### src/design/ccr_regs.vh
// Register map, field layout and state codes of the clock synth config bank
`ifndef CCR_REGS_VH
`define CCR_REGS_VH
// ============================================================
// Byte addresses (8-bit registers, multi-byte fields little endian)
`define CCR_A_SS_CTRL     8'h60
`define CCR_A_SS_CNT_LO   8'h61
`define CCR_A_SS_CNT_HI   8'h62
`define CCR_A_SS_INT_LO   8'h63
`define CCR_A_SS_INT_HI   8'h64
`define CCR_A_SS_RES_LO   8'h65
`define CCR_A_SS_RES_HI   8'h66
`define CCR_A_FB_INT_LO   8'h67
`define CCR_A_FB_INT_HI   8'h68
`define CCR_A_FB_RES_LO   8'h69
`define CCR_A_FB_RES_HI   8'h6a
`define CCR_A_FB_DEN_LO   8'h6b
`define CCR_A_FB_DEN_HI   8'h6c
`define CCR_A_PRESCALE    8'h75
`define CCR_A_OUT0_CFG    8'h7a
`define CCR_A_START_FLAGS 8'hb8
`define CCR_A_PLL_BW      8'hbe
`define CCR_A_XO_LOAD     8'hbf
`define CCR_A_XO_TRIM_A   8'hc0
`define CCR_A_XO_TRIM_B   8'hc1
`define CCR_A_DEV_STATE   8'hf0
`define CCR_A_COMMAND     8'hf1
// ============================================================
// Field positions
`define CCR_F_SS_EN       0
`define CCR_F_SS_MODE_LO  1
`define CCR_F_PLL_BW_LO   2
`define CCR_F_XO_EXTRA    7
`define CCR_F_AUTO_ACTIVE 0
// ============================================================
// Spread modes
`define CCR_SS_MODE_OFF    2'h0
`define CCR_SS_MODE_CENTRE 2'h1
`define CCR_SS_MODE_BAD    2'h2
`define CCR_SS_MODE_DOWN   2'h3
// ============================================================
// Device states and commands
`define CCR_ST_STARTUP 2'h0
`define CCR_ST_READY   2'h1
`define CCR_ST_ACTIVE  2'h2
`define CCR_CMD_GO_ACTIVE 8'h01
`define CCR_CMD_GO_READY  8'h02
// ============================================================
// Reset values
`define CCR_RST_BYTE   8'h00
`define CCR_RST_12     12'h000
`define CCR_RST_15     15'h0000
`define CCR_RST_5      5'h00
`define CCR_RST_4      4'h0
`define CCR_RST_6      6'h00
`define CCR_RST_2      2'h0
`endif

### src/design/ccr_config_regs.v
// Configuration register bank of the clock synthesiser
`timescale 1ns/1ps
`include "ccr_regs.vh"
module ccr_config_regs (
  input  wire        clk,             // 50 MHz system clock
  input  wire        resetn,          // Asynchronous reset, active low
  input  wire [7:0]  addr,            // Register byte address
  input  wire [7:0]  wdata,           // Write data
  input  wire        wr,              // Write strobe
  input  wire        rd,              // Read strobe
  output reg  [7:0]  rdata,           // Read data, cycle after rd
  input  wire [7:0]  store_start_flags, // Startup flags from nonvolatile_store
  input  wire        store_valid,       // Store contents available
  input  wire        bank_b_active,   // Bank b selected as the active bank
  output reg  [1:0]  dev_state,       // Startup, ready or active
  output reg         bank_b_spread_enable,          // Spread on
  output reg  [1:0]  bank_b_spread_mode,            // Spread mode
  output reg  [11:0] bank_b_spread_step_count,      // Steps per quarter
  output reg  [11:0] bank_b_spread_step_integer,    // Step size
  output reg  [14:0] bank_b_spread_step_remainder,  // Step error numerator
  output reg  [14:0] pll_feedback_integer,          // Feedback integer term
  output reg  [14:0] pll_feedback_remainder,        // Feedback remainder
  output reg  [14:0] pll_feedback_denominator,      // Feedback denominator
  output reg  [4:0]  pll_prescaler_ratio,           // Prescaler ratio
  output reg  [3:0]  first_output_driver_config,    // Output 0 driver code
  output reg  [7:0]  startup_behaviour_flags,       // Startup flags
  output reg  [3:0]  pll_bandwidth_select,          // PLL bandwidth
  output reg         crystal_extra_load_enable,     // Extra 8 pF load
  output reg  [5:0]  crystal_trim_pin_a,            // Trim on crystal_pin_a
  output reg  [5:0]  crystal_trim_pin_b             // Trim on crystal_pin_b
);

  // ============================================================
  // Write qualification
  wire        is_ready    = (dev_state == `CCR_ST_READY);   // Ready state
  wire        ready_wr    = wr & is_ready;                   // Ready-only fields
  // Bank fields except enable are frozen while bank b is the active bank and the device is in the active state
  wire        bank_wr     = wr & ~(bank_b_active & (dev_state == `CCR_ST_ACTIVE));

  // Address match helper, used for the state machine and spread bank decodes
  function hit;
    input [7:0] a;
    input [7:0] b;
    begin
      hit = (a == b);
    end
  endfunction

  // ============================================================
  // Device state machine with startup flag capture
  always @(posedge clk or negedge resetn) begin
    if (!resetn) begin
      dev_state               <= `CCR_ST_STARTUP;
      startup_behaviour_flags <= `CCR_RST_BYTE;
    end else begin
      case (dev_state)
        `CCR_ST_STARTUP: begin
          // Wait for the store; flags are looked at only here
          if (store_valid) begin
            startup_behaviour_flags <= store_start_flags;
            if (store_start_flags[`CCR_F_AUTO_ACTIVE])
              dev_state <= `CCR_ST_ACTIVE;
            else
              dev_state <= `CCR_ST_READY;
          end
        end
        `CCR_ST_READY: begin
          if (ready_wr && hit(addr, `CCR_A_START_FLAGS))
            startup_behaviour_flags <= wdata;
          if (wr && hit(addr, `CCR_A_COMMAND) && wdata == `CCR_CMD_GO_ACTIVE)
            dev_state <= `CCR_ST_ACTIVE;
        end
        `CCR_ST_ACTIVE: begin
          if (wr && hit(addr, `CCR_A_COMMAND) && wdata == `CCR_CMD_GO_READY)
            dev_state <= `CCR_ST_READY;
        end
        default: dev_state <= `CCR_ST_STARTUP;
      endcase
    end
  end

  // ============================================================
  // Spread spectrum bank b
  always @(posedge clk or negedge resetn) begin
    if (!resetn) begin
      bank_b_spread_enable         <= 1'b0;
      bank_b_spread_mode           <= `CCR_SS_MODE_OFF;
      bank_b_spread_step_count     <= `CCR_RST_12;
      bank_b_spread_step_integer   <= `CCR_RST_12;
      bank_b_spread_step_remainder <= `CCR_RST_15;
    end else begin
      // Enable may change at any time, even on the live bank
      if (wr && hit(addr, `CCR_A_SS_CTRL)) begin
        bank_b_spread_enable <= wdata[`CCR_F_SS_EN];
      end
      // Mode write ignored if invalid value two is presented
      if (bank_wr && hit(addr, `CCR_A_SS_CTRL) &&
          wdata[`CCR_F_SS_MODE_LO+1 -: 2] != `CCR_SS_MODE_BAD) begin
        bank_b_spread_mode <= wdata[`CCR_F_SS_MODE_LO+1 -: 2];
      end
      if (bank_wr && hit(addr, `CCR_A_SS_CNT_LO))
        bank_b_spread_step_count[7:0] <= wdata;
      if (bank_wr && hit(addr, `CCR_A_SS_CNT_HI))
        bank_b_spread_step_count[11:8] <= wdata[3:0];
      if (bank_wr && hit(addr, `CCR_A_SS_INT_LO))
        bank_b_spread_step_integer[7:0] <= wdata;
      if (bank_wr && hit(addr, `CCR_A_SS_INT_HI))
        bank_b_spread_step_integer[11:8] <= wdata[3:0];
      if (bank_wr && hit(addr, `CCR_A_SS_RES_LO))
        bank_b_spread_step_remainder[7:0] <= wdata;
      if (bank_wr && hit(addr, `CCR_A_SS_RES_HI))
        bank_b_spread_step_remainder[14:8] <= wdata[6:0];
    end
  end

  // ============================================================
  // PLL settings, output driver and crystal, all ready-only
  // Feedback terms are stored as given; the a+b/c encoding is software's job
  always @(posedge clk or negedge resetn) begin
    if (!resetn) begin
      pll_feedback_integer       <= `CCR_RST_15;
      pll_feedback_remainder     <= `CCR_RST_15;
      pll_feedback_denominator   <= `CCR_RST_15;
      pll_prescaler_ratio        <= `CCR_RST_5;
      first_output_driver_config <= `CCR_RST_4;
      pll_bandwidth_select       <= `CCR_RST_4;
      crystal_extra_load_enable  <= 1'b0;
      crystal_trim_pin_a         <= `CCR_RST_6;
      crystal_trim_pin_b         <= `CCR_RST_6;
    end else if (ready_wr) begin
      case (addr)
        `CCR_A_FB_INT_LO: pll_feedback_integer[7:0]      <= wdata;
        `CCR_A_FB_INT_HI: pll_feedback_integer[14:8]     <= wdata[6:0];
        `CCR_A_FB_RES_LO: pll_feedback_remainder[7:0]    <= wdata;
        `CCR_A_FB_RES_HI: pll_feedback_remainder[14:8]   <= wdata[6:0];
        `CCR_A_FB_DEN_LO: pll_feedback_denominator[7:0]  <= wdata;
        `CCR_A_FB_DEN_HI: pll_feedback_denominator[14:8] <= wdata[6:0];
        `CCR_A_PRESCALE:  pll_prescaler_ratio            <= wdata[4:0];
        `CCR_A_OUT0_CFG:  first_output_driver_config     <= wdata[3:0];
        `CCR_A_PLL_BW:    pll_bandwidth_select <= wdata[`CCR_F_PLL_BW_LO+3 -: 4];
        `CCR_A_XO_LOAD:   crystal_extra_load_enable <= wdata[`CCR_F_XO_EXTRA];
        `CCR_A_XO_TRIM_A: crystal_trim_pin_a             <= wdata[5:0];
        `CCR_A_XO_TRIM_B: crystal_trim_pin_b             <= wdata[5:0];
        default: ;
      endcase
    end
  end

  // ============================================================
  // Read mux, registered one cycle after the strobe
  reg [7:0] next_rdata;
  always @* begin
    next_rdata = `CCR_RST_BYTE;
    case (addr)
      `CCR_A_SS_CTRL:     next_rdata = {5'h00, bank_b_spread_mode, bank_b_spread_enable};
      `CCR_A_SS_CNT_LO:   next_rdata = bank_b_spread_step_count[7:0];
      `CCR_A_SS_CNT_HI:   next_rdata = {4'h0, bank_b_spread_step_count[11:8]};
      `CCR_A_SS_INT_LO:   next_rdata = bank_b_spread_step_integer[7:0];
      `CCR_A_SS_INT_HI:   next_rdata = {4'h0, bank_b_spread_step_integer[11:8]};
      `CCR_A_SS_RES_LO:   next_rdata = bank_b_spread_step_remainder[7:0];
      `CCR_A_SS_RES_HI:   next_rdata = {1'b0, bank_b_spread_step_remainder[14:8]};
      `CCR_A_FB_INT_LO:   next_rdata = pll_feedback_integer[7:0];
      `CCR_A_FB_INT_HI:   next_rdata = {1'b0, pll_feedback_integer[14:8]};
      `CCR_A_FB_RES_LO:   next_rdata = pll_feedback_remainder[7:0];
      `CCR_A_FB_RES_HI:   next_rdata = {1'b0, pll_feedback_remainder[14:8]};
      `CCR_A_FB_DEN_LO:   next_rdata = pll_feedback_denominator[7:0];
      `CCR_A_FB_DEN_HI:   next_rdata = {1'b0, pll_feedback_denominator[14:8]};
      `CCR_A_PRESCALE:    next_rdata = {3'h0, pll_prescaler_ratio};
      `CCR_A_OUT0_CFG:    next_rdata = {4'h0, first_output_driver_config};
      `CCR_A_START_FLAGS: next_rdata = startup_behaviour_flags;
      `CCR_A_PLL_BW:      next_rdata = {2'h0, pll_bandwidth_select, 2'h0};
      `CCR_A_XO_LOAD:     next_rdata = {crystal_extra_load_enable, 7'h00};
      `CCR_A_XO_TRIM_A:   next_rdata = {2'h0, crystal_trim_pin_a};
      `CCR_A_XO_TRIM_B:   next_rdata = {2'h0, crystal_trim_pin_b};
      `CCR_A_DEV_STATE:   next_rdata = {6'h00, dev_state};
      default:            next_rdata = `CCR_RST_BYTE;  // Unmapped reads zero
    endcase
  end

  always @(posedge clk or negedge resetn) begin
    if (!resetn)
      rdata <= `CCR_RST_BYTE;
    else if (rd)
      rdata <= next_rdata;
    else
      rdata <= `CCR_RST_BYTE;
  end

endmodule // ccr_config_regs

### config.mk
export PLATFORM = sky130hd
export DESIGN_NAME = ccr_config_regs
export DESIGN_NICKNAME = d
export VERILOG_FILES = /design/src/design/ccr_config_regs.v
export VERILOG_INCLUDE_DIRS = /design/src /design/src/design
export SDC_FILE = /design/constraint.sdc
export NUM_CORES = 1
export LEC_CHECK = 0
export BUFFER_PORTS_ARGS = -buffer_cell sky130_fd_sc_hd__buf_2
export CAP_MARGIN = 0
export CORE_ASPECT_RATIO = 1.2
export CORE_MARGIN = 2
export CORE_UTILIZATION = 30
export DETAILED_ROUTE_END_ITERATION = 16
export GPL_ROUTABILITY_DRIVEN = 1
export GPL_TIMING_DRIVEN = 0
export SYNTH_ARGS = -nofsm -noshare
export SYNTH_HDL_FRONTEND = slang
export SYNTH_SLANG_ARGS = --single-unit
### constraint.sdc
create_clock -name clk -period 5.64 [get_ports clk]
set_input_delay 0.846 -clock clk [delete_from_list [all_inputs] [get_ports clk]]
set_output_delay 0.846 -clock clk [all_outputs]
set_load 0.02 [all_outputs]
==> results_tabular.tex, run 1 <==
\begin{tabular}{lr}
\hline
Metric & Value \\
\hline
\multicolumn{2}{l}{\textbf{CTS}} \\
\quad Clock-pin slew on the worst setup and hold paths & approximately 0.06 ns \\
\quad Depth of the CTS H-tree & 4 \\
\quad Clock tree from TritonCTS & done \\
\quad TritonCTS Buffers & 17 \\
\quad Count of cells resized by post-cts repair & 0 \\
\quad TritonCTS sink count & approximately 130 \\
\quad Insertion delay to the later sink of the worst-skew pair & $\sim$0.43 ns \\
\quad Setup repair bufs after CTS & 0 \\
\quad Number of buffers on the longest clock path & 2 \\
\quad Clock root buffer & sky130\_fd\_sc\_hd\_\_clkbuf\_16 \\
\quad Quantity of hold-fixing buffers added after cts & 0 \\
\multicolumn{2}{l}{\textbf{Timing}} \\
\quad Final hold violation count & 0 \\
\quad Setup TNS Final & 0 ns \\
\quad Slew headroom & between 40 and 50\% \\
\quad Transition time at the pin with the least slew margin & between 0.8 and 0.9 ns \\
\quad Fmax achieved & 345 MHz \\
\quad Final Critical Period & a little under 3 ns \\
\quad Final setup fails & 0 \\
\quad Share of the cycle needed by the critical path after routing & 51.4\% \\
\quad Worst hold slack across all endpoints & 0.434 ns \\
\quad Final setup margin & about 2.7 ns \\
\quad RSZ-0062 raised after global routing & no \\
\quad Clock skew after layout & 0.00825 ns \\
\quad Final Max Slew Viols & 0 \\
\multicolumn{2}{l}{\textbf{Worst setup path}} \\
\quad Endpoint of the worst setup timing path & rdata[1] \\
\quad Critical path data arrival time & about 3.2 ns \\
\quad Slack of the worst reg-to-reg path & 3.19 ns \\
\quad Launching instance or port of the critical path & addr[0] \\
\quad Reg2Reg Capture Point & pll\_feedback\_denominator[7] \\
\quad Worst Reg2Reg Path Length in Cells & 8 \\
\quad Highest fanout seen on the critical path & 10 \\
\quad Required arrival time at the worst endpoint & just under 6 ns \\
\quad Critical setup path kind & input port to flip-flop \\
\quad Element type at the critical path start & input port \\
\quad Worst setup EP type & flip-flop \\
\quad Startpoint of the most critical register-to-register path & dev\_state[0] \\
\multicolumn{2}{l}{\textbf{Layout}} \\
\quad Total of fill cells in the finished design & around 2200 \\
\quad P\&R area growth vs syn & 27.0\% \\
\quad Antenna fix cells & 0 \\
\quad Count of nets after finishing & 785 \\
\quad Number of non-filler instances in the completed layout & around 1000 \\
\quad Layout cell share with drive strength beyond 1 & 43.1\% \\
\quad Final design area excluding fillers & 8300 sq um \\
\quad Final core area utilization & 38.5\% \\
\multicolumn{2}{l}{\textbf{Floorplanning}} \\
\quad I/O pin count & roughly 160 \\
\quad Die Footprint & roughly 23000 sq um \\
\quad Die height & about 170 microns \\
\quad Std-Cell Core Area & around 22000 sq um \\
\quad Cell row count & 59 \\
\quad Die outline width & approximately 140 microns \\
\quad Initial core utilization & 30.3\% \\
\multicolumn{2}{l}{\textbf{Global route}} \\
\quad Vias in the first global route & 5791 \\
\quad First-pass GRT wire length & 37400 microns \\
\quad Pin count of the biggest net entering global routing & just under 70 \\
\quad Antenna violations before repair & 0 \\
\quad Total congestion overflow & 0 \\
\quad Total global-route track usage & between 20\% and 30\% \\
\multicolumn{2}{l}{\textbf{Synth}} \\
\quad Yosys warning total & 0 \\
\quad Number of synthesized register bits & 131 \\
\quad Instance count of the mapped netlist & just under 600 \\
\quad Mean Syn Cell Area & 11.3 sq um \\
\quad Top-area cell type share of the netlist area & 50.1\% \\
\quad Leading post-synthesis cells by cell area & sky130\_fd\_sc\_hd\_\_dfrtp\_1 50\%, sky130\_fd\_sc\_hd\_\_mux2\_2 17\%, sky130\_fd\_sc\_hd\_\_mux2i\_1 2.8\%, sky130\_fd\_sc\_hd\_\_nand2\_1 2.7\%, sky130\_fd\_sc\_hd\_\_o21ai\_0 2.2\% \\
\quad Count of flip-flops with a built-in enable after synthesis & 0 \\
\quad Proportion of synthesized chip area in sequential cells & about half \\
\quad Commonest register cell after synthesis & sky130\_fd\_sc\_hd\_\_dfrtp\_1 \\
\quad Area leader, netlist & sky130\_fd\_sc\_hd\_\_dfrtp\_1 \\
\quad Distinct cells, synth & 62 \\
\quad Mapped Area & between 6000 and 7000 sq um \\
\quad Share of flip-flops with an asynchronous set or reset after synthesis & between 90\% and 100\% \\
\quad Nets in the synthesized netlist & 607 \\
\multicolumn{2}{l}{\textbf{Place}} \\
\quad Gp weighted congestion & a little over 0.9 \\
\quad Placed Cells incl. Taps & roughly 1000 \\
\quad Dpl ws & between 2 and 2.5 ns \\
\quad Post-detailed-placement cell area & a little under 8000 sq um \\
\quad Detail Placement HPWL & $\sim$19000 microns \\
\quad Port Buffer Count & around 160 \\
\multicolumn{2}{l}{\textbf{Detailed routing}} \\
\quad Number of violations reported at the end of detailed-routing iteration 0 & around 480 \\
\quad Wirelength per Cell & $\sim$24 microns \\
\quad Post-detailed-route via-to-cell ratio & roughly 5.4 \\
\quad Total wire length & 25300 microns \\
\quad DRC Markers & 0 \\
\quad Number of search-and-repair iterations in the first detailed-routing pass & 5 \\
\quad Antenna Nets Post-Route & 0 \\
\quad Vias & between 5000 and 6000 \\
\multicolumn{2}{l}{\textbf{Min path}} \\
\quad Min-Delay Path Class & input port to asynchronous set/reset pin \\
\multicolumn{2}{l}{\textbf{Pwr}} \\
\quad Pwr Total & between 2 and 3 mW \\
\quad Leak & around 4.1 nW \\
\quad Pwr per Cell Area & about 320 nW/um\^{}2 \\
\quad Highest ir drop seen on vdd & around 0.22 mV \\
\multicolumn{2}{l}{\textbf{Job}} \\
\quad Max-cap violations & 0 \\
\multicolumn{2}{l}{\textbf{Status}} \\
\quad Run status & complete, no violations \\
\hline
\end{tabular}
## layout make-up
| class | count | area [sq um] | area share [%] |
|---|---|---|---|
| Sequential cell | 131 | 3280 | 39.5 |
| Clock inverter | 10 | 121 | 1.46 |
| Inverter | 7 | 26.3 | 0.317 |
| Multi-Input combinational cell | 396 | 3020 | 36.3 |
| Clock buffer | 22 | 474 | 5.71 |
| Tap cell | 274 | 343 | 4.13 |
| Timing Repair Buffer | 159 | 825 | 9.93 |
| Buffer | 43 | 218 | 2.62 |
## layout by cell type (no fill, tap or decap), types with 4 or more instances in the layout
cell type,n
sky130_fd_sc_hd__and2_1,5
sky130_fd_sc_hd__nand3_1,20
sky130_fd_sc_hd__inv_6,4
sky130_fd_sc_hd__nor2b_1,9
sky130_fd_sc_hd__inv_1,7
sky130_fd_sc_hd__and3_1,6
sky130_fd_sc_hd__dfrtp_1,131
sky130_fd_sc_hd__a32oi_1,7
sky130_fd_sc_hd__a21oi_1,19
sky130_fd_sc_hd__a22oi_1,17
sky130_fd_sc_hd__o22ai_1,5
sky130_fd_sc_hd__a221oi_1,7
sky130_fd_sc_hd__mux2i_1,18
sky130_fd_sc_hd__buf_6,4
sky130_fd_sc_hd__mux2_1,6
sky130_fd_sc_hd__a22o_1,5
sky130_fd_sc_hd__clkbuf_16,17
sky130_fd_sc_hd__nor3_1,8
sky130_fd_sc_hd__a31oi_1,5
sky130_fd_sc_hd__nor2_1,31
sky130_fd_sc_hd__clkbuf_1,20
sky130_fd_sc_hd__mux2_2,98
sky130_fd_sc_hd__nand2_1,47
sky130_fd_sc_hd__nand2b_1,6
sky130_fd_sc_hd__nor2_2,4
sky130_fd_sc_hd__o21ai_0,29
sky130_fd_sc_hd__buf_2,174
## cell families after synthesis
group | after synthesis | share of synthesized area, %
simple gates | 156 | 12.6
buf+inv | 50 | 3.73
mux | 122 | 20.7
compound gates | 118 | 12.9
flops | 131 | 50.1
## metal layers
layer | global-route usage [%] | up-vias | routed length [microns]
li1 | - | 2489 | -
met1 | 27.7 | 2853 | 10800
met2 | 35.8 | 233 | 12100
met3 | 5.67 | 45 | 1640
met4 | 8.87 | 0 | 717
met5 | 0 | - | 0
## sequential cells by signal, indices dropped and copies added, names as in the netlist
| register | count |
|---|---|
| bank_b_spread_step_remainder | 15 |
| pll_feedback_denominator | 15 |
| pll_feedback_integer | 15 |
| pll_feedback_remainder | 15 |
| bank_b_spread_step_count | 12 |
| bank_b_spread_step_integer | 12 |
| rdata | 8 |
| startup_behaviour_flags | 8 |
| crystal_trim_pin_a | 6 |
| crystal_trim_pin_b | 6 |
| pll_prescaler_ratio | 5 |
| first_output_driver_config | 4 |
| pll_bandwidth_select | 4 |
| bank_b_spread_mode | 2 |
| dev_state | 2 |
| bank_b_spread_enable | 1 |
| crystal_extra_load_enable | 1 |
## synth_stat cells (all sizes together), types with 2 or more instances
cell	n
nor2	36
nand4	3
a22oi	17
inv	7
a21oi	22
nand2	48
o21ai	29
o211ai	3
and2	5
a221oi	7
dfrtp	131
nor4b	2
and3	6
a2111oi	2
a22o	5
nand2b	7
nor3	11
a31o	2
mux2i	18
mux2	104
a31oi	5
o22ai	5
a311oi	3
clkbuf	19
nand3	21
nand4b	2
nor2b	9
buf	24
a32oi	7
## where the power goes
group	leakage, nW	internal [mW]	total [mW]	switching [mW]
Combinational	2.04	0.173	0.491	0.317
Clock	0.292	0.690	1.12	0.432
Sequential	1.78	1.01	1.08	0.0697
## worst max-delay path, cell delays in order
cell                        delay [ns]
sky130_fd_sc_hd__buf_2            0.13
sky130_fd_sc_hd__buf_2            0.19
sky130_fd_sc_hd__and2_1           0.17
sky130_fd_sc_hd__buf_2            0.21
sky130_fd_sc_hd__and2_1           0.18
sky130_fd_sc_hd__buf_2            0.18
sky130_fd_sc_hd__a21oi_1          0.16
sky130_fd_sc_hd__nor2_1           0.06
sky130_fd_sc_hd__a2111oi_0        0.74
sky130_fd_sc_hd__a31oi_1          0.28
## how the worst min path moves through the flow
stage	start	to	cells after the start	slack, ns
finish	resetn	bank_b_spread_step_remainder[7]	1	0.43
global route	resetn	bank_b_spread_step_remainder[7]	1	0.49
CTS	resetn	bank_b_spread_step_remainder[7]	1	0.45
detailed placement	crystal_trim_pin_a[0]	crystal_trim_pin_a[0]	2	0.50
global placement	first_output_driver_config[0]	first_output_driver_config[0]	2	0.49
floorplan	resetn	bank_b_spread_enable	0	0.55
Note: power is estimated with default switching activity, not from simulation.
==> inputs of run 2 (changes only) <==
==> constraint.sdc (replaced) <==
create_clock -name clk -period 2.6 [get_ports clk]
set_input_delay 0.39 -clock clk [delete_from_list [all_inputs] [get_ports clk]]
set_output_delay 0.39 -clock clk [all_outputs]
set_load 0.02 [all_outputs]
==> results_tabular.tex, run 2 (synthesis gave the netlist of run 1 again) <==
\begin{tabular}{lr}
\hline
Metric & Value \\
\hline
\multicolumn{2}{l}{\textbf{Layout}} \\
\quad P\&R area growth vs syn & 27.5\% \\
\quad Antenna fix cells & 0 (unchanged) \\
\quad Area occupied by registers & 3280 sq um (unchanged) \\
\quad Layout cell share with drive strength beyond 1 & 43.2\% (+0.15 points) \\
\quad Area of the multi-input gates & 3020 sq um (+0.17\%) \\
\quad Most frequent cells in the layout & 174 x sky130\_fd\_sc\_hd\_\_buf\_2, 131 x sky130\_fd\_sc\_hd\_\_dfrtp\_1, 98 x sky130\_fd\_sc\_hd\_\_mux2\_2, 47 x sky130\_fd\_sc\_hd\_\_nand2\_1, 31 x sky130\_fd\_sc\_hd\_\_nor2\_1 \\
\quad Final core area utilization & 38.7\% (+0.17 points) \\
\quad Most frequent standard cell in the layout excluding fill and tap cells & sky130\_fd\_sc\_hd\_\_buf\_2 \\
\quad Count of nets after finishing & 787 (+0.25\%) \\
\quad Final design area excluding fillers & 8340 sq um (+0.44\%) \\
\quad Total of fill cells in the finished design & 2194 (-0.23\%) \\
\multicolumn{2}{l}{\textbf{Job}} \\
\quad Max-cap violations & 0 (unchanged) \\
\multicolumn{2}{l}{\textbf{Detailed routing}} \\
\quad Wirelength per Cell & 24.2 microns (-0.19\%) \\
\quad DRC Markers & 0 (unchanged) \\
\quad Total wire length & 25300 microns (about the same) \\
\quad Antenna Nets Post-Route & 0 (unchanged) \\
\quad Number of violations reported at the end of detailed-routing iteration 0 & 472 (-2.3\%) \\
\quad Post-detailed-route via-to-cell ratio & 5.39 (about the same) \\
\quad Vias & 5632 (+0.21\%) \\
\quad Number of search-and-repair iterations in the first detailed-routing pass & 5 (unchanged) \\
\multicolumn{2}{l}{\textbf{Global route}} \\
\quad First-pass GRT wire length & 37400 microns (unchanged) \\
\quad Vias in the first global route & 5793 (+0.035\%) \\
\quad Total global-route track usage & 21.9\% (unchanged) \\
\quad Antenna violations before repair & 0 (unchanged) \\
\quad Pin count of the biggest net entering global routing & 69 (unchanged) \\
\quad Total congestion overflow & 0 (unchanged) \\
\multicolumn{2}{l}{\textbf{CTS}} \\
\quad Clock-pin slew on the worst setup and hold paths & 0.06 ns (about the same) \\
\quad TritonCTS sink count & 131 (unchanged) \\
\quad Number of buffers on the longest clock path & 2 (unchanged) \\
\quad Clock tree from TritonCTS & done \\
\quad TritonCTS Buffers & 17 (unchanged) \\
\quad Depth of the CTS H-tree & 4 (unchanged) \\
\quad Clock root buffer & sky130\_fd\_sc\_hd\_\_clkbuf\_16 \\
\quad Insertion delay to the later sink of the worst-skew pair & 0.43 ns (about the same) \\
\multicolumn{2}{l}{\textbf{Status}} \\
\quad Run status & complete, no violations \\
\multicolumn{2}{l}{\textbf{Pwr}} \\
\quad Portion of total power attributed to the clock network & 41.7\% (about the same) \\
\quad Pwr Total & 5.84 mW (+120\%) \\
\quad Portion of total power attributed to combinational logic & 18.2\% (about the same) \\
\quad Highest ir drop seen on vdd & 0.470 mV (+120\%) \\
\quad Share of power burned in registers & 40.1\% (about the same) \\
\quad Switching Fraction & 30.4\% (+0.031 points) \\
\quad Pwr per Cell Area & 701 nW/um\^{}2 (+120\%) \\
\quad Net Switching & 1.78 mW (+120\%) \\
\quad Internal power & 4.06 mW (+120\%) \\
\quad Leak & 4.13 nW (+0.38\%) \\
\multicolumn{2}{l}{\textbf{Timing}} \\
\quad Final Critical Period & 2.41 ns \\
\quad Final Max Slew Viols & 0 (unchanged) \\
\quad Transition time at the pin with the least slew margin & 0.778 ns (-0.0313 ns) \\
\quad Final hold violation count & 0 (unchanged) \\
\quad Setup TNS Final & 0 ns (unchanged) \\
\quad Clock skew after layout & 0.00858 ns (+0.000324 ns) \\
\quad Final setup fails & 0 (unchanged) \\
\quad Worst hold slack across all endpoints & 0.265 ns (-0.170 ns) \\
\quad Share of the cycle needed by the critical path after routing & 92.6\% \\
\quad Slew headroom & 46.8\% (+2.1 points) \\
\quad RSZ-0062 raised after global routing & no \\
\quad Fmax achieved & between 400 and 500 MHz \\
\multicolumn{2}{l}{\textbf{Place}} \\
\quad Port Buffer Count & 158 (unchanged) \\
\quad Gp weighted congestion & 0.935 (unchanged) \\
\quad Post-detailed-placement cell area & 7710 sq um (unchanged) \\
\quad Detail Placement HPWL & 18700 microns (unchanged) \\
\multicolumn{2}{l}{\textbf{Floorplanning}} \\
\quad Cell row count & 59 (unchanged) \\
\quad I/O pin count & 161 (unchanged) \\
\quad Die Footprint & 23000 sq um (unchanged) \\
\quad Initial core utilization & 30.3\% (unchanged) \\
\quad Die height & 166 microns (unchanged) \\
\quad Std-Cell Core Area & 21600 sq um (unchanged) \\
\quad Die outline width & 139 microns (unchanged) \\
\multicolumn{2}{l}{\textbf{Worst setup path}} \\
\quad Critical setup path kind & input port to flip-flop \\
\quad Required arrival time at the worst endpoint & 2.85 ns (-3.04 ns) \\
\quad Slack of the worst reg-to-reg path & 0.32 ns (-2.87 ns) \\
\quad Highest fanout seen on the critical path & 10 (unchanged) \\
\quad Worst Reg2Reg Path Length in Cells & 8 (unchanged) \\
\quad Startpoint of the most critical register-to-register path & dev\_state[0] \\
\quad Worst setup EP type & flip-flop \\
\quad Element type at the critical path start & input port \\
\quad Reg2Reg Capture Point & pll\_feedback\_remainder[7] \\
\quad Critical path data arrival time & 2.66 ns (-0.49 ns) \\
\multicolumn{2}{l}{\textbf{Min path}} \\
\quad Worst hold path startpoint & store\_start\_flags[7] \\
\quad Min-Delay Path Class & input port to flip-flop \\
\quad Cell count of the worst hold path & 3 \\
\quad End of the worst hold path & startup\_behaviour\_flags[7] \\
\hline
\end{tabular}
run 2: worst max path at each step:
stage	start	to	cells past startpoint
after floorplan	dev_state[0]	pll_feedback_denominator[7]	8
after global placement	resetn	crystal_trim_pin_b[1]	1
after detailed placement	addr[1]	rdata[0]	8
after CTS	dev_state[0]	pll_feedback_integer[7]	8
after global routing	dev_state[0]	pll_feedback_remainder[4]	8
final	addr[0]	rdata[1]	10
run 2: cell type report:
class                      instances  share of cell area [%]
sequential                       131                    39.3
multi-input combinational        396                    36.2
clock buffer                      22                    5.69
clock inverter                    10                    1.46
buffer                            43                    2.63
inverter                           7                   0.315
timing repair buffer             161                    10.2
tap                              274                    4.11
run 2: repair_timing:
item	in CTS	in global routing
resized for setup	0	3
endpoints found under the setup margin	0	12
hold endpoints to repair	5	0
buffers inserted	0	1
hold buffers	1	0
run 2: worst max-delay path, stage by stage:
cell and delay (ns):
sky130_fd_sc_hd__buf_2 0.13, sky130_fd_sc_hd__buf_2 0.19, sky130_fd_sc_hd__and2_1 0.17, sky130_fd_sc_hd__buf_2 0.21
sky130_fd_sc_hd__and2_1 0.18, sky130_fd_sc_hd__buf_2 0.18, sky130_fd_sc_hd__a21oi_1 0.16, sky130_fd_sc_hd__nor2_1 0.06
sky130_fd_sc_hd__a2111oi_0 0.72, sky130_fd_sc_hd__a31oi_1 0.27
run 2: layer usage:
layer  vias up  GRT usage, %  wire [microns]
li1       2490             -               -
met1      2867          27.7           10600
met2       229          35.8           12100
met3        46          5.67            1800
met4         0          8.87             763
met5         -             0               0
run 2: power by group through the flow:
| stage | Combinational (mW) | Clock, mW | Sequential, mW |
|---|---|---|---|
| 6_report | 1.07 | 2.44 | 2.34 |
| 5_1_grt | 1.15 | 2.55 | 2.36 |
| 4_1_cts | 1.07 | 2.46 | 2.34 |
| 3_5_place_dp | 1.06 | 0 | 2.38 |
| 3_3_place_gp | 1.04 | 0 | 2.37 |
| 2_1_floorplan | 0.473 | 0 | 2.52 |
run 2: metrics by stage:
stage | setup slack [ns] | instances
global placement | -0.726 | 1009
global route | 0.153 | 1044
finish | 0.193 | 1044
CTS | 0.127 | 1043
floorplan | 0.518 | 577
detailed placement | -0.239 | 1010
==> inputs of run 3 (changes only) <==
--- a/config.mk
+++ b/config.mk
@@ -14,6 +14,7 @@
 export DETAILED_ROUTE_END_ITERATION = 16
 export GPL_ROUTABILITY_DRIVEN = 1
 export GPL_TIMING_DRIVEN = 0
+export PLACE_DENSITY = 0.61
 export SYNTH_ARGS = -nofsm -noshare
 export SYNTH_HDL_FRONTEND = slang
 export SYNTH_SLANG_ARGS = --single-unit
==> results_tabular.tex, run 3 (synthesis gave the netlist of run 1 again) <==
\begin{tabular}{lr}
\hline
Metric & Value \\
\hline
\multicolumn{2}{l}{\textbf{CTS}} \\
\quad Count of cells resized by post-cts repair & 0 (unchanged) \\
\quad Clock tree from TritonCTS & done \\
\quad Depth of the CTS H-tree & 4 (unchanged) \\
\quad Clock root buffer & sky130\_fd\_sc\_hd\_\_clkbuf\_16 \\
\quad Number of buffers on the longest clock path & 2 (unchanged) \\
\quad Clock-pin slew on the worst setup and hold paths & 0.06 ns (about the same) \\
\quad TritonCTS sink count & 131 (unchanged) \\
\quad Insertion delay to the later sink of the worst-skew pair & 0.45 ns (+0.02 ns) \\
\quad TritonCTS Buffers & 17 (unchanged) \\
\multicolumn{2}{l}{\textbf{Pwr}} \\
\quad Share of power burned in registers & 40.2\% (about the same) \\
\quad Internal power & 3.92 mW (-3.5\%) \\
\quad Switching Fraction & 32.7\% (+2.2 points) \\
\quad Portion of total power attributed to combinational logic & 18.2\% (about the same) \\
\quad Portion of total power attributed to the clock network & 41.6\% (about the same) \\
\quad Net Switching & 1.90 mW (+7.0\%) \\
\quad Pwr Total & 5.83 mW (-0.28\%) \\
\quad Highest ir drop seen on vdd & 0.462 mV (-1.8\%) \\
\quad Leak & 4.12 nW (-0.29\%) \\
\quad Pwr per Cell Area & 701 nW/um\^{}2 (about the same) \\
\multicolumn{2}{l}{\textbf{Job}} \\
\quad Max-cap violations & 0 (unchanged) \\
\multicolumn{2}{l}{\textbf{Worst setup path}} \\
\quad Library cell contributing the largest single delay on the critical path & sky130\_fd\_sc\_hd\_\_nor2\_2 \\
\quad Critical path data arrival time & 2.76 ns (+0.10 ns) \\
\quad Most frequent cell on the critical path & sky130\_fd\_sc\_hd\_\_buf\_4 \\
\quad Critical setup path kind & flip-flop to flip-flop \\
\quad Critical path depth & 8 (-2) \\
\quad Required arrival time at the worst endpoint & 2.92 ns (+0.07 ns) \\
\quad Largest stage delay on the critical path & 0.48 ns (-0.24 ns) \\
\quad Worst Reg2Reg Path Length in Cells & 8 (unchanged) \\
\quad Slack of the worst reg-to-reg path & 0.16 ns (-0.16 ns) \\
\quad CP delay by family, top & simple AND/OR/NAND/NOR gates \\
\quad CP bufs+invs & 3 (-1) \\
\quad Highest fanout seen on the critical path & 10 (unchanged) \\
\quad Series of cell instances along the critical path & buf\_4 > nor2b\_1 > buf\_4 > and2\_1 > buf\_2 > nand2\_2 > nor2\_2 > mux2\_2 \\
\quad Element type at the critical path start & flip-flop \\
\quad Worst setup EP type & flip-flop \\
\multicolumn{2}{l}{\textbf{Timing}} \\
\quad Final setup fails & 0 (unchanged) \\
\quad Final setup margin & 0.158 ns (-0.0352 ns) \\
\quad Final Critical Period & 2.44 ns (+0.0352 ns) \\
\quad Share of the cycle needed by the critical path after routing & 93.9\% (+1.4 points) \\
\quad Setup TNS Final & 0 ns (unchanged) \\
\quad Slew headroom & 43.0\% (-3.8 points) \\
\quad Worst hold slack across all endpoints & 0.251 ns (-0.0139 ns) \\
\quad Fmax achieved & 409 MHz (-1.4\%) \\
\quad Final hold violation count & 0 (unchanged) \\
\quad Transition time at the pin with the least slew margin & 0.855 ns (+0.0771 ns) \\
\quad Final Max Slew Viols & 0 (unchanged) \\
\quad RSZ-0062 raised after global routing & no \\
\quad Clock skew after layout & 0.00970 ns (+0.00112 ns) \\
\multicolumn{2}{l}{\textbf{Place}} \\
\quad Port Buffer Count & 158 (unchanged) \\
\quad Dpl ws & -0.148 ns (+0.0907 ns) \\
\quad Detail Placement HPWL & 18800 microns (+0.30\%) \\
\quad Gp weighted congestion & 0.915 (-2.1\%) \\
\quad Placed Cells incl. Taps & 1010 (unchanged) \\
\quad Post-detailed-placement cell area & 7710 sq um (unchanged) \\
\multicolumn{2}{l}{\textbf{Detailed routing}} \\
\quad Antenna Nets Post-Route & 0 (unchanged) \\
\quad Number of search-and-repair iterations in the first detailed-routing pass & 5 (unchanged) \\
\quad Post-detailed-route via-to-cell ratio & 5.41 (+0.21\%) \\
\quad DRC Markers & 0 (unchanged) \\
\quad Number of violations reported at the end of detailed-routing iteration 0 & 390 (-17\%) \\
\quad Total wire length & 25200 microns (-0.15\%) \\
\quad Vias & 5649 (+0.30\%) \\
\quad Wirelength per Cell & 24.1 microns (-0.25\%) \\
\multicolumn{2}{l}{\textbf{Layout}} \\
\quad Most frequent cells in the layout & 174 x sky130\_fd\_sc\_hd\_\_buf\_2, 131 x sky130\_fd\_sc\_hd\_\_dfrtp\_1, 98 x sky130\_fd\_sc\_hd\_\_mux2\_2, 47 x sky130\_fd\_sc\_hd\_\_nand2\_1, 31 x sky130\_fd\_sc\_hd\_\_nor2\_1 \\
\quad Final core area utilization & 38.6\% (-0.10 points) \\
\quad Layout cell share with drive strength beyond 1 & 43.5\% (+0.20 points) \\
\quad Final design area excluding fillers & 8320 sq um (-0.27\%) \\
\quad Antenna fix cells & 0 (unchanged) \\
\quad Most frequent standard cell in the layout excluding fill and tap cells & sky130\_fd\_sc\_hd\_\_buf\_2 \\
\quad Total of fill cells in the finished design & 2185 (-0.41\%) \\
\quad P\&R area growth vs syn & 27.2\% \\
\quad Count of nets after finishing & 788 (+0.13\%) \\
\quad Number of non-filler instances in the completed layout & 1045 (+0.096\%) \\
\multicolumn{2}{l}{\textbf{Global route}} \\
\quad Antenna violations before repair & 0 (unchanged) \\
\quad Total congestion overflow & 0 (unchanged) \\
\quad First-pass GRT wire length & 37400 microns (about the same) \\
\quad Vias in the first global route & 5781 (-0.21\%) \\
\quad Pin count of the biggest net entering global routing & 86 (+25\%) \\
\quad Total global-route track usage & 21.9\% (about the same) \\
\multicolumn{2}{l}{\textbf{Floorplanning}} \\
\quad Initial core utilization & 30.3\% (unchanged) \\
\quad Die height & 166 microns (unchanged) \\
\quad Cell row count & 59 (unchanged) \\
\quad Die Footprint & 23000 sq um (unchanged) \\
\quad Std-Cell Core Area & 21600 sq um (unchanged) \\
\quad Die outline width & 139 microns (unchanged) \\
\quad I/O pin count & 161 (unchanged) \\
\multicolumn{2}{l}{\textbf{Status}} \\
\quad Run status & complete, no violations \\
\multicolumn{2}{l}{\textbf{Min path}} \\
\quad Min-Delay Path Class & input port to flip-flop \\
\quad Cell count of the worst hold path & 3 (unchanged) \\
\hline
\end{tabular}
## run 3: cell types whose count changed in the layout (fill, tap and decap cells not counted), moves of 2 or more
cell,previous run,this run
sky130_fd_sc_hd__buf_4,3,5
sky130_fd_sc_hd__inv_8,0,4
sky130_fd_sc_hd__clkinv_2,2,0
sky130_fd_sc_hd__clkinvlp_4,1,3
sky130_fd_sc_hd__inv_6,4,6
sky130_fd_sc_hd__clkbuf_8,3,0
## run 3: tightest hold or removal path, stage by stage
cell and delay, ns:
sky130_fd_sc_hd__buf_2 0.08, sky130_fd_sc_hd__mux2i_1 0.05, sky130_fd_sc_hd__a21oi_1 0.13
## run 3: cell type report
type	instances	area (sq um)	area share, %
multi-input combinational	396	3020	36.3
inverter	7	26.3	0.316
clock buffer	17	425	5.12
tap	274	343	4.12
clock inverter	15	159	1.91
sequential	131	3280	39.4
timing repair buffer	162	850	10.2
buffer	43	218	2.62
## run 3: path summary, 6_finish.rpt
check,start,to
worst min-delay path,store_start_flags[7],startup_behaviour_flags[7]
worst min register to register,crystal_trim_pin_a[0],crystal_trim_pin_a[0]
worst max register to register,dev_state[0],pll_feedback_integer[7]
max in group asynchronous,resetn,crystal_trim_pin_b[2]
min in group asynchronous,resetn,pll_bandwidth_select[3]
worst max-delay path,dev_state[0],pll_feedback_integer[7]
## run 3: routing by layer
layer / GRT usage [%] / vias up / routed length, microns
met3: 5.55 / 67 / 1770
met5: 0 / - / 0
li1: - / 2498 / -
met4: 11.9 / 0 / 1150
met2: 35.5 / 266 / 12000
met1: 26.8 / 2818 / 10300
## run 3: power groups by stage
stage | Sequential [mW] | Combinational, mW | Clock [mW]
2_1_floorplan | 2.52 | 0.473 | 0
3_3_place_gp | 2.37 | 1.05 | 0
3_5_place_dp | 2.37 | 1.07 | 0
4_1_cts | 2.34 | 1.07 | 2.45
5_1_grt | 2.36 | 1.14 | 2.53
6_report | 2.34 | 1.06 | 2.42
## run 3: what timing repair did
item	CTS	global route
endpoints found under the hold margin	46	0
setup buffers	0	2
hold buffers	1	0
endpoints found under the setup margin	0	2
